==> src/rtl/pdr_map.vh <==
// Register map, field layout, state codes and limits of the power-dip restart block
`ifndef PDR_MAP_VH
`define PDR_MAP_VH

`define PDR_AW 6
`define PDR_A_MODE 6'h00
`define PDR_A_UPPER 6'h04
`define PDR_A_LOWER 6'h08
`define PDR_A_START 6'h0C
`define PDR_A_STOP 6'h10
`define PDR_A_GAIN 6'h14
`define PDR_A_STATUS 6'h18
`define PDR_A_IRQ 6'h1C
`define PDR_A_MASK 6'h20
`define PDR_A_FREQ 6'h24

`define PDR_F_RMODE 2:0
`define PDR_F_GUARD 5:4
`define PDR_F_TORQUE 11:8
`define PDR_B_MOTOR1 12
`define PDR_B_SEARCH 13

`define PDR_MODE_RST 3'h0
`define PDR_GUARD_RST 2'h0
`define PDR_UPPER_RST 16'h0FA0
`define PDR_LOWER_RST 16'h0000
`define PDR_START_RST 16'h0005
`define PDR_STOP_RST 16'h0002
`define PDR_GAIN_RST 16'h0808

`define PDR_M0 3'h0
`define PDR_M1 3'h1
`define PDR_M2 3'h2
`define PDR_M3 3'h3
`define PDR_M4 3'h4
`define PDR_M5 3'h5

`define PDR_G_OFF 2'h0
`define PDR_G_INT 2'h1
`define PDR_G_EXT 2'h2

// Frequencies in 0.1 Hz units
`define PDR_FMAX_WIDE 16'h0FA0
`define PDR_FMAX_NARROW 16'h04B0
`define PDR_SS_MIN 16'h0032
`define PDR_SS_MAX 16'h03E8

`define PDR_UV_CODE 8'h4C
`define PDR_RAMP 16'h0001
`define PDR_FAST 16'h0002
`define PDR_RIDE_SH 6

`define PDR_S_IDLE 3'h0
`define PDR_S_RUN 3'h1
`define PDR_S_STOP 3'h2
`define PDR_S_DECEL 3'h3
`define PDR_S_RIDE 3'h4
`define PDR_S_WAIT 3'h5
`define PDR_S_TRIP 3'h6

`define PDR_EV_TRIP 0
`define PDR_EV_DIP 1
`define PDR_EV_RESTART 2
`define PDR_EV_REFUSE 3

`endif

==> src/rtl/pdr_core.v <==
// Power-dip restart sequencer, frequency clamp and braking-resistor guard select
//
// Overview of operation
// - Braking guard select takes 0, 1 or 2; large drives accept only 0.
// - Restart mode selector takes values zero to five, each a distinct reaction.
// - Mode 0: undervoltage trips at once; reset plus fresh run needed to restart.
// - Mode 1: undervoltage stops output; fault raised at recovery; reset restarts.
// - Mode 2: bus at continue level gives fast controlled stop, then fault.
// - Mode 3: ride through; recovery accelerates back, else restart at held frequency.
// - Mode 4: undervoltage stops output; recovery restarts at frequency at failure.
// - Mode 5: undervoltage stops output; recovery restarts from start frequency.
// - Torque control nonzero with motor 1 makes modes 2 to 5 act as mode 1.
// - Ride-through regulator uses separate integral and proportional gain settings.
// - Speed-search pickup only for detected speeds 5 to 100 Hz, else regular restart.
// - Setting frequency clamped between limits, each written up to 400 or 120 Hz; upper resets to 400 Hz.
// - Upper limit wins when set below the lower limit.
// - With a lower limit and run asserted, run at lower limit for 0 Hz command.
// - Output starts at start frequency and ends at stop frequency.
// - Refuse start if start or setting frequency is below stop frequency.
`timescale 1ns/1ns
`include "pdr_map.vh"

module pdr_core (
  input wire i_clk, // 250 MHz clock
  input wire i_resetn, // Asynchronous reset, active low
  input wire [5:0] i_addr, // Register byte address
  input wire [31:0] i_wdata, // Register write data
  input wire i_wr, // Write strobe
  input wire i_rd, // Read strobe
  input wire i_large_drive, // High when the drive capacity is a large one
  input wire i_narrow_range, // High on the 120 Hz model variant
  input wire i_run, // Run command level
  input wire i_reset_cmd, // Fault reset command
  input wire [15:0] i_freq_cmd, // Frequency command, 0.1 Hz units
  input wire i_undervolt, // Supply undervoltage detected
  input wire i_recovered, // Supply recovered
  input wire i_bus_low, // DC bus at or below continue-operation level
  input wire [7:0] i_bus_deficit, // DC bus shortfall below the hold level
  input wire [15:0] i_motor_speed, // Detected coasting speed, 0.1 Hz units
  output reg [31:0] o_rdata, // Read data, cycle after the read strobe
  output reg [15:0] o_freq_target, // Output-frequency target
  output reg o_output_on, // Output stage enabled
  output reg o_fault, // Undervoltage fault indication
  output reg [7:0] o_fault_code, // Fault code shown while faulted
  output reg [1:0] o_brake_guard, // Braking-resistor guard select
  output reg o_irq // Level interrupt
);

  reg [2:0] rmode_q;
  reg [1:0] guard_q;
  reg [3:0] torque_q;
  reg motor1_q;
  reg search_q;
  reg [15:0] upper_q;
  reg [15:0] lower_q;
  reg [15:0] start_q;
  reg [15:0] stop_q;
  reg [15:0] gain_q;
  reg [3:0] stat_q;
  reg [3:0] mask_q;

  reg [2:0] st_q;
  reg [2:0] st_d;
  reg [15:0] freq_d;
  reg on_d;
  reg fault_d;
  reg [15:0] hold_q;
  reg [15:0] hold_d;
  reg fresh_q;
  reg fresh_d;
  reg [15:0] acc_q;
  reg [15:0] acc_d;
  reg [3:0] ev_d;

  wire [15:0] fmax;
  wire [15:0] aim;
  wire [2:0] eff_mode;
  wire active;
  wire [15:0] prop;
  wire [15:0] ride_step;
  wire [15:0] ride_sum;

  function [15:0] clamp_freq;
    input [15:0] f;
    input [15:0] lo;
    input [15:0] hi;
    reg [15:0] t;
    begin
      t = (f < lo) ? lo : f;
      clamp_freq = (t > hi) ? hi : t;
    end
  endfunction

  function [15:0] ramp;
    input [15:0] cur;
    input [15:0] goal;
    input [15:0] step;
    begin
      if (cur + step <= goal)
        ramp = cur + step;
      else if (cur >= goal + step)
        ramp = cur - step;
      else
        ramp = goal;
    end
  endfunction

  function [15:0] pick;
    input en;
    input [15:0] spd;
    input [15:0] fallback;
    begin
      if (en && spd >= `PDR_SS_MIN && spd <= `PDR_SS_MAX)
        pick = spd;
      else
        pick = fallback;
    end
  endfunction

  function [15:0] mul8;
    input [7:0] a;
    input [7:0] b;
    begin
      mul8 = a * b;
    end
  endfunction

  function [15:0] lim;
    input [31:0] v;
    input [15:0] top;
    begin
      lim = (v[15:0] > top || v[31:16] != 16'h0000) ? top : v[15:0];
    end
  endfunction

  // Clamp ceiling depends on model variant
  assign fmax = i_narrow_range ? `PDR_FMAX_NARROW : `PDR_FMAX_WIDE;
  // Lower limit first, upper applied last so it overrides
  assign aim = clamp_freq(i_freq_cmd, lower_q, upper_q);
  assign eff_mode = (torque_q != 4'h0 && motor1_q && rmode_q >= `PDR_M2) ?
    `PDR_M1 : rmode_q;
  assign active = (st_q == `PDR_S_RUN) || (st_q == `PDR_S_STOP);
  assign prop = mul8(gain_q[15:8], i_bus_deficit);
  assign ride_sum = prop + acc_q;
  assign ride_step = (ride_sum >> `PDR_RIDE_SH) | `PDR_RAMP;

  always @* begin
    st_d = st_q;
    freq_d = o_freq_target;
    on_d = o_output_on;
    fault_d = o_fault;
    hold_d = hold_q;
    fresh_d = fresh_q & i_run;
    acc_d = acc_q;
    ev_d = 4'h0;
    case (st_q)
      `PDR_S_IDLE: begin
        on_d = 1'b0;
        freq_d = 16'h0000;
        if (i_run && !fresh_q && !i_undervolt) begin
          if (start_q < stop_q || aim < stop_q) begin
            ev_d[`PDR_EV_REFUSE] = 1'b1;
            fresh_d = 1'b1;
          end else begin
            st_d = `PDR_S_RUN;
            on_d = 1'b1;
            freq_d = start_q;
          end
        end
      end
      `PDR_S_RUN: begin
        if (!i_run)
          st_d = `PDR_S_STOP;
        else
          freq_d = ramp(o_freq_target, aim, `PDR_RAMP);
      end
      `PDR_S_STOP: begin
        if (i_run) begin
          st_d = `PDR_S_RUN;
        end else if (o_freq_target <= stop_q) begin
          st_d = `PDR_S_IDLE;
          on_d = 1'b0;
          freq_d = 16'h0000;
        end else begin
          freq_d = ramp(o_freq_target, stop_q, `PDR_RAMP);
        end
      end
      `PDR_S_DECEL: begin
        if (i_undervolt) begin
          st_d = `PDR_S_TRIP;
        end else if (o_freq_target <= stop_q) begin
          st_d = `PDR_S_TRIP;
        end else begin
          // Shortened deceleration to return load energy faster
          freq_d = ramp(o_freq_target, stop_q, `PDR_FAST);
        end
      end
      `PDR_S_RIDE: begin
        if (i_undervolt) begin
          st_d = `PDR_S_WAIT;
          on_d = 1'b0;
          hold_d = o_freq_target;
          ev_d[`PDR_EV_DIP] = 1'b1;
        end else if (i_recovered || !i_bus_low) begin
          st_d = `PDR_S_RUN;
        end else begin
          acc_d = acc_q + mul8(gain_q[7:0], i_bus_deficit);
          freq_d = (o_freq_target > ride_step) ?
            o_freq_target - ride_step : 16'h0000;
        end
      end
      `PDR_S_WAIT: begin
        on_d = 1'b0;
        if (i_recovered && !i_undervolt) begin
          ev_d[`PDR_EV_RESTART] = 1'b1;
          case (eff_mode)
            `PDR_M3, `PDR_M4: begin
              st_d = `PDR_S_RUN;
              on_d = 1'b1;
              freq_d = pick(search_q, i_motor_speed, hold_q);
            end
            `PDR_M5: begin
              st_d = `PDR_S_RUN;
              on_d = 1'b1;
              freq_d = pick(search_q, i_motor_speed, start_q);
            end
            default: begin
              st_d = `PDR_S_TRIP;
              ev_d[`PDR_EV_RESTART] = 1'b0;
            end
          endcase
        end
      end
      `PDR_S_TRIP: begin
        on_d = 1'b0;
        freq_d = 16'h0000;
        fault_d = 1'b1;
        if (i_reset_cmd) begin
          st_d = `PDR_S_IDLE;
          fault_d = 1'b0;
          // Mode 1 restarts on reset alone; the others need a new run edge
          fresh_d = (eff_mode != `PDR_M1);
        end
      end
      default: begin
        st_d = `PDR_S_IDLE;
        on_d = 1'b0;
      end
    endcase

    if (active) begin
      if (i_undervolt) begin
        ev_d[`PDR_EV_DIP] = 1'b1;
        hold_d = o_freq_target;
        if (eff_mode == `PDR_M0 || eff_mode == `PDR_M2) begin
          st_d = `PDR_S_TRIP;
        end else begin
          st_d = `PDR_S_WAIT;
          on_d = 1'b0;
        end
      end else if (i_bus_low && eff_mode == `PDR_M2) begin
        st_d = `PDR_S_DECEL;
        ev_d[`PDR_EV_DIP] = 1'b1;
      end else if (i_bus_low && eff_mode == `PDR_M3) begin
        st_d = `PDR_S_RIDE;
        acc_d = 16'h0000;
        ev_d[`PDR_EV_DIP] = 1'b1;
      end
    end

    if (st_d == `PDR_S_TRIP && st_q != `PDR_S_TRIP) begin
      ev_d[`PDR_EV_TRIP] = 1'b1;
      fault_d = 1'b1;
      on_d = 1'b0;
      freq_d = 16'h0000;
    end
  end

  always @(posedge i_clk or negedge i_resetn) begin
    if (!i_resetn) begin
      st_q <= `PDR_S_IDLE;
      o_freq_target <= 16'h0000;
      o_output_on <= 1'b0;
      o_fault <= 1'b0;
      o_fault_code <= 8'h00;
      hold_q <= 16'h0000;
      fresh_q <= 1'b0;
      acc_q <= 16'h0000;
    end else begin
      st_q <= st_d;
      o_freq_target <= freq_d;
      o_output_on <= on_d;
      o_fault <= fault_d;
      o_fault_code <= fault_d ? `PDR_UV_CODE : 8'h00;
      hold_q <= hold_d;
      fresh_q <= fresh_d;
      acc_q <= acc_d;
    end
  end

  // Register writes
  always @(posedge i_clk or negedge i_resetn) begin
    if (!i_resetn) begin
      rmode_q <= `PDR_MODE_RST;
      guard_q <= `PDR_GUARD_RST;
      torque_q <= 4'h0;
      motor1_q <= 1'b1;
      search_q <= 1'b0;
      upper_q <= `PDR_UPPER_RST;
      lower_q <= `PDR_LOWER_RST;
      start_q <= `PDR_START_RST;
      stop_q <= `PDR_STOP_RST;
      gain_q <= `PDR_GAIN_RST;
      stat_q <= 4'h0;
      mask_q <= 4'h0;
    end else begin
      // New events beat a same-cycle clear
      stat_q <= (stat_q & ~((i_wr && i_addr == `PDR_A_IRQ) ?
        i_wdata[3:0] : 4'h0)) | ev_d;
      // Large capacity limits can arrive later than the stored setting
      if (i_large_drive)
        guard_q <= `PDR_G_OFF;
      if (i_wr) begin
        case (i_addr)
          `PDR_A_MODE: begin
            if (i_wdata[`PDR_F_RMODE] <= `PDR_M5)
              rmode_q <= i_wdata[`PDR_F_RMODE];
            if (i_wdata[`PDR_F_GUARD] == `PDR_G_OFF ||
                (!i_large_drive && i_wdata[`PDR_F_GUARD] <= `PDR_G_EXT))
              guard_q <= i_wdata[`PDR_F_GUARD];
            torque_q <= i_wdata[`PDR_F_TORQUE];
            motor1_q <= i_wdata[`PDR_B_MOTOR1];
            search_q <= i_wdata[`PDR_B_SEARCH];
          end
          `PDR_A_UPPER: upper_q <= lim(i_wdata, fmax);
          `PDR_A_LOWER: lower_q <= lim(i_wdata, fmax);
          `PDR_A_START: start_q <= i_wdata[15:0];
          `PDR_A_STOP: stop_q <= i_wdata[15:0];
          `PDR_A_GAIN: gain_q <= i_wdata[15:0];
          `PDR_A_MASK: mask_q <= i_wdata[3:0];
          default: begin
          end
        endcase
      end
    end
  end

  // Read data and interrupt output
  always @(posedge i_clk or negedge i_resetn) begin
    if (!i_resetn) begin
      o_rdata <= 32'h00000000;
      o_irq <= 1'b0;
      o_brake_guard <= `PDR_GUARD_RST;
    end else begin
      o_irq <= |(stat_q & mask_q);
      o_brake_guard <= guard_q;
      o_rdata <= 32'h00000000;
      if (i_rd) begin
        case (i_addr)
          `PDR_A_MODE: o_rdata <= {18'h00000, search_q, motor1_q, torque_q,
            2'h0, guard_q, 1'b0, rmode_q};
          `PDR_A_UPPER: o_rdata <= {16'h0000, upper_q};
          `PDR_A_LOWER: o_rdata <= {16'h0000, lower_q};
          `PDR_A_START: o_rdata <= {16'h0000, start_q};
          `PDR_A_STOP: o_rdata <= {16'h0000, stop_q};
          `PDR_A_GAIN: o_rdata <= {16'h0000, gain_q};
          `PDR_A_STATUS: o_rdata <= {24'h000000, fresh_q, o_output_on,
            o_fault, 2'h0, st_q};
          `PDR_A_IRQ: o_rdata <= {28'h0000000, stat_q};
          `PDR_A_MASK: o_rdata <= {28'h0000000, mask_q};
          `PDR_A_FREQ: o_rdata <= {16'h0000, o_freq_target};
          default: o_rdata <= 32'h00000000;
        endcase
      end
    end
  end

endmodule

==> config.mk <==
export PLATFORM = sky130hd
export DESIGN_NAME = pdr_core
export DESIGN_NICKNAME = d
export VERILOG_FILES = /design/src/rtl/pdr_core.v
export VERILOG_INCLUDE_DIRS = /design/src /design/src/rtl
export SDC_FILE = /design/constraint.sdc
export NUM_CORES = 1
export LEC_CHECK = 0
export BUFFER_PORTS_ARGS = -buffer_cell sky130_fd_sc_hd__buf_2
export CORE_ASPECT_RATIO = 1.1
export CORE_UTILIZATION = 30
export CTS_CLUSTER_SIZE = 25
export DETAILED_ROUTE_END_ITERATION = 10
export HOLD_SLACK_MARGIN = 0.03
export PLACE_DENSITY = 0.54
export SLEW_MARGIN = 25
export SYNTH_ARGS = -nofsm -noshare
export SYNTH_HDL_FRONTEND = slang
export SYNTH_SLANG_ARGS = --single-unit
==> constraint.sdc <==
create_clock -name i_clk -period 8.1 [get_ports i_clk]
set_clock_uncertainty 0.1 [all_clocks]
set_input_delay 2.43 -clock i_clk [delete_from_list [all_inputs] [get_ports i_clk]]
set_output_delay 2.43 -clock i_clk [all_outputs]
set_load 0.05 [all_outputs]
# Word-level counts from Yosys, hierarchy flattened
# Cells that the tools add are included.
dict set report word_totals {
  regBits 195
  in_bits 89
  out_inout_bits 61
  word_cells 224
}
dict set report classes {
  n_addsub 10
  multipliers 2
  order_cmp 18
  eq_ne 30
  muxes 94
  n_bitwise 5
  n_reduce_logical 42
}
# operator count
set op_table {}
lappend op_table {{$mux W16} 34}
lappend op_table {{$pmux W16 S10} 1}
lappend op_table {{$pmux W16 S7} 1}
lappend op_table {{$le A16 B16 Y1} 4}
lappend op_table {{$mux W3} 17}
lappend op_table {{$add A16 B1 Y16 const B} 3}
lappend op_table {{$ge A16 B16 Y1} 3}
lappend op_table {{$lt A16 B16 Y1} 3}
lappend op_table {{$add A16 B16 Y16} 2}
lappend op_table {{$add A16 B2 Y16 const B} 2}
lappend op_table {{$mul A8 B8 Y16} 2}
lappend op_table {{$mux W32} 1}
lappend op_table {{$pmux W16 S2} 1}
lappend op_table {{$mux W1} 28}
lappend op_table {{$eq A6 B5 Y1 const B} 4}
lappend op_table {{$pmux W3 S7} 1}
lappend op_table {{$eq A3 B3 Y1 const B} 6}
lappend op_table {{$ne A3 B3 Y1 const B} 6}
lappend op_table {{$ge A16 B6 Y1 const B} 1}
lappend op_table {{$gt A16 B10 Y1} 1}
lappend op_table {{$gt A16 B12 Y1} 1}
lappend op_table {{$gt A16 B16 Y1} 1}
lappend op_table {{$le A16 B10 Y1 const B} 1}
lappend op_table {{$reduce_bool A16 Y1} 1}
lappend op_table {{38 further kinds} 76}

# Logic depth before layout (Yosys ltp)
dict set report depth {
  ltp_word 17
  depth_mapped 34
  ltp_nobuf 29
}

# Worst setup path after synthesis
# OpenSTA, ideal clock, no wires.
dict set report synth_path {
  path_type {input to register}
  startpoint {in i_freq_cmd[2]}
  endpoint {reg o_freq_target[1]}
  setup_ns 0.143
  arrival_ns 8.415
  required_time_ns 7.857
  slack_ns -0.559
  path_stages 31
  n_path_buf 4
  path_cell_list {ha_1 a211o_1 a31oi_1 o41ai_1 o21a_1 buf_2 o21ai_0 nand2_1 ha_1 nand4_2 or4b_4 a21oi_2 a211oi_2 or2_1 buf_6 buf_12 a31oi_4 ha_1 inv_1 nor4_1 xnor2_1 ha_1 a21o_1 a21o_1 a211oi_1 o21ai_1 clkbuf_1 nand2_1 o21ai_0 a2111oi_0 a221oi_1}
}
dict set report synth_between {
  elab_chain_len 17
  word_cells_on_any_way 35
  cone_classes {add/sub (1); order compare (5); eq/ne (9); mux (16); reduce/logical (4)}
}
# item line
set synth_lines {}
lappend synth_lines {{from (decl)} pdr_core.v:34} ;# input wire [15:0] i_freq_cmd,
lappend synth_lines {{$lt A16 B16 Y1} pdr_core.v:89} ;# t = (f < lo) ? lo : f;
lappend synth_lines {{$mux W16 *} pdr_core.v:89}
lappend synth_lines {{$gt A16 B16 Y1} pdr_core.v:90} ;# clamp_freq = (t > hi) ? hi : t;
lappend synth_lines {{$mux W16 *} pdr_core.v:90}
lappend synth_lines {{$lt A16 B16 Y1} pdr_core.v:161} ;# if (start_q < stop_q || aim < stop_q) begin
lappend synth_lines {{$logic_or A1 B1 Y1} pdr_core.v:161}
lappend synth_lines {{$mux W3} pdr_core.v:161}
lappend synth_lines {{$mux W3} pdr_core.v:160} ;# if (i_run && !fresh_q && !i_undervolt) begin
lappend synth_lines {{$pmux W3 S7} pdr_core.v:156} ;# case (st_q)
lappend synth_lines {{$mux W3} pdr_core.v:264} ;# end else if (i_bus_low && eff_mode == `PDR_M3) begin
lappend synth_lines {{$mux W3} pdr_core.v:261} ;# end else if (i_bus_low && eff_mode == `PDR_M2) begin
lappend synth_lines {{$mux W3} pdr_core.v:252} ;# if (i_undervolt) begin
lappend synth_lines {{$mux W3} pdr_core.v:251} ;# if (active) begin
lappend synth_lines {{$eq A3 B3 Y1 (no source line)} --}
lappend synth_lines {{$logic_and A1 B1 Y1 (no source line)} --}
lappend synth_lines {{$ne A4 B3 Y1 (no source line), or another cell as far along} --}
lappend synth_lines {{$reduce_and A9 Y1 (no source line)} --}
lappend synth_lines {{to (signal assigned)} pdr_core.v:291} ;# o_freq_target <= freq_d;
lappend synth_lines {{to (decl)} pdr_core.v:41} ;# output reg [15:0] o_freq_target,
# Mark *: on every way between the ends. The rest lies on a longest branch, timed or not. The select of a mux whose other input is x is not followed.
# A chain may end at the register's enable or synchronous reset.

# Worst setup path after layout
dict set report layout_path {
  startpoint {in i_freq_cmd[1]}
  endpoint {reg o_freq_target[5]}
}
# The elaborated chain is that of the path after synthesis.

==> results.yml <==
status:
  outcome: "finished with violations"
  violations: "setup timing"
logic_synthesis:
  ys_top_cells_by_area: "dfrtp_1 19%, ha_1 15%, fa_1 9.4%, nand2_1 5.0%, xnor2_1 4.0%"
  syn_area_mm2: 0.0213
  synth-compound-area-share: 0.187
  synthSimpleGateAreaFrac: 0.186
  yosys_register_bits: 172
  synth_top_cell_by_area: "dfrtp_1"
  yosysWarnings: 0
  synth_fa_ha_area_frac: 0.246
  yosysUniqueCellTypes: 94
  ys_async_sr_fraction: 1.00
  yosys-mux-area-fraction: 0.0526
  synth_top_area_frac: 0.188
  synth_top_family_by_area: "adder cells"
  synth_commonest_cells: "284 x nand2_1, 259 x ha_1, 224 x inv_1, 160 x dfrtp_1, 150 x o21ai_0"
  synthXorXnorAreaFrac: 0.0514
  syn_inst: 2546
  synth_top_flop_cell: "dfrtp_1"
  yosys.cell_count.top_type: "nand2_1"
  avgSynthCellArea_um2: 8.37
  synth_edf_count: 0
  seq_area_frac_synth: 0.203
setup_path:
  required_ns: 8.37
  critPathMaxFanout: 8
  crit_type: "primary input to register"
  cp_num_buf_inv: 5
  crit_family: "compound AO/OA/AOI/OAI gates"
  crit_path_top_delay_cell: "or4b_4"
  worstRegToRegCells: 31
  cp-start-kind: "primary input"
  worstSetupEndpointType: "register"
  path_depth: 31
  cpMostUsedCell: "buf_4"
  reg2reg_setup_slack_ns: 1.12
  reg2reg_to: "o_freq_target[5]"
  crit_path_max_incr_delay_ns: 0.48
  reg2reg_from: "lower_q[2]"
  worstSetupStartpoint: "i_freq_cmd[1]"
  worstPathArrival_ns: 8.58
clock_tree:
  htreeDepth: 4
  cts.path.max_buffers: 2
  path_clk_slew_ns: 0.08
  cts.sinks: 172
  cts_root_buf: "clkbuf_16"
  cts_buffers: 17
  ctsHoldBuffers: 0
  clock_latency_ns: 0.49
  cts_tree: "built"
route:
  drtPass1Iterations: 8
  ant_nets: 0
  wl_per_cell_um: 23.9
  finalWirelength_um: 89600
  vias: 21000
  drt_iter0_drc: 2155
  route.detailed.drc: 0
  via_per_inst: 5.59
placed_design:
  gp_congestion: 1.03
  hpwl_um: 69400
  post-place-ws_ns: -0.716
  io_buffers: 128
grt:
  grt_max_degree: 88
  grt_pass1_vias: 20300
  grt.met3_usage: 0.0383
  top_usage_layer: "met2"
  grt_usage: 0.247
  met1_usage: 0.312
  overflow: 0
  antenna_found_initial: 6
  grt_pass1_wl_um: 132000
  grt.met2_usage: 0.407
floorplan:
  io_pins: 150
  dieArea_mm2: 0.0721
  start_util: 0.303
  die_h_um: 282
  core_mm2: 0.0703
  rows: 102
  die_x_um: 256
sta:
  finalMaxSlewViolations: 0
  fin_ws_ns: -0.211
  finalCritPeriodShare: 1.03
  relSlewSlack: 0.346
  fmax_ghz: 0.120
  setup_viol: 13
  hold_viol: 0
  rsz0062_at_grt: "yes"
  layout_min_cycle_time_ns: 8.31
  worstMarginPinSlew_ns: 0.975
power_and_ir_drop:
  vdd_drop_max_uv: 219
  p_per_area_mw_per_mm2: 403
  power_leakage_nw: 11.9
  power_mw: 10.4
flow_run:
  maxCapViolCount: 0
layout:
  syn_to_final_growth_pct: 21.5
  nets: 3250
  drive_above_1_share: 0.225
worst_hold_path:
  hold_class: "register to register"
  holdPathStages: 0
  hold_end: "o_brake_guard[0]"
  worstHoldStart: "guard_q[0]"
==> state kept, by name, summed over array words and instances, names as in the netlist, 16 cells and up, named ones only <==
signal / flops
o_freq_target: 16
lower_q: 16
o_rdata: 16
start_q: 16
gain_q: 16
upper_q: 16
acc_q: 16
stop_q: 16
==> cell families (layout without fill, tap and decap cells) <==
family | count (synthesis) | count (layout)
AOI/OAI and AO/OA | 588 | 588
adders and majority gates | 359 | 359
buffers and inverters | 387 | 636
other | 1 | 22
muxes | 100 | 100
and+or+nand+nor | 814 | 814
xor gates and xnor gates | 125 | 125
DFF | 172 | 172
==> layer usage <==
metal	share of wire	vias to the layer above	wire length (um)
met3	0.072	247	6470
met2	0.46	954	41200
met1	0.41	10300	36700
li1	-	9472	-
met5	0	-	0
met4	0.058	0	5240
==> layout by cell type, fill, tap and decap left out, types with 12 or more instances in the layout <==
cell,instances
nand2_1,276
ha_1,247
buf_4,230
inv_1,224
dfrtp_1,160
nor2_1,144
o21ai_0,131
buf_2,125
a21oi_1,122
fa_1,100
xnor2_1,98
nand3_1,71
mux2_2,66
and2_1,65
nor3_1,48
nand4_1,45
a21o_1,45
mux2i_1,31
a211oi_1,27
xor2_1,27
a22oi_1,27
a31oi_1,26
conb_1,21
nor2b_1,19
nand2b_1,19
clkbuf_16,18
o211ai_1,17
nor4_1,17
and3_1,16
or3_1,15
buf_6,14
dfstp_2,12
==> final cells by class <==
cell class                      count  area [um2]
Antenna cell                        1        2.50
Clock inverter                     15         210
Timing Repair Buffer              378        2670
Clock buffer                       17         425
Fill cell                        7262       44400
Tap cell                          936        1170
Inverter                          226         848
Sequential cell                   172        4320
Multi-Input combinational cell   2007       16200
==> how the worst max path moves through the flow <==
stage / to
final: o_freq_target[5]
after global routing: o_freq_target[7]
after detailed placement: o_freq_target[7]
after global placement: o_freq_target[5]
after floorplan: o_freq_target[10]
after CTS: o_freq_target[10]
==> per-stage QoR <==
step                utilization  setup TNS, ns  cells  hold WS (ns)  area (um2)
finish                    0.368          -1.40   3752         0.325       25900
global route              0.368          -5.42   3751         0.337       25900
CTS                       0.357         -0.178   3729         0.332       25100
detailed placement        0.347         -10.18   3694         0.314       24400
global placement          0.347          -7.64   3694         0.310       24400
floorplan                     -         -0.410   2566         0.271       21600
==> where the power goes <==
group	leakage, nW	internal [mW]	switching [mW]
Sequential	2.21	1.05	0.309
Combinational	9.42	3.34	4.83
Clock	0.308	0.451	0.445
==> what timing repair did <==
| item | in CTS | in global routing |
|---|---|---|
| endpoints found under the setup margin | 14 | 16 |
| cloned | 0 | 1 |
| gates resized for setup | 15 | 111 |
| buffers inserted | 3 | 22 |
| pin swaps | 8 | 49 |
Note: power is estimated with default switching activity, not from simulation.
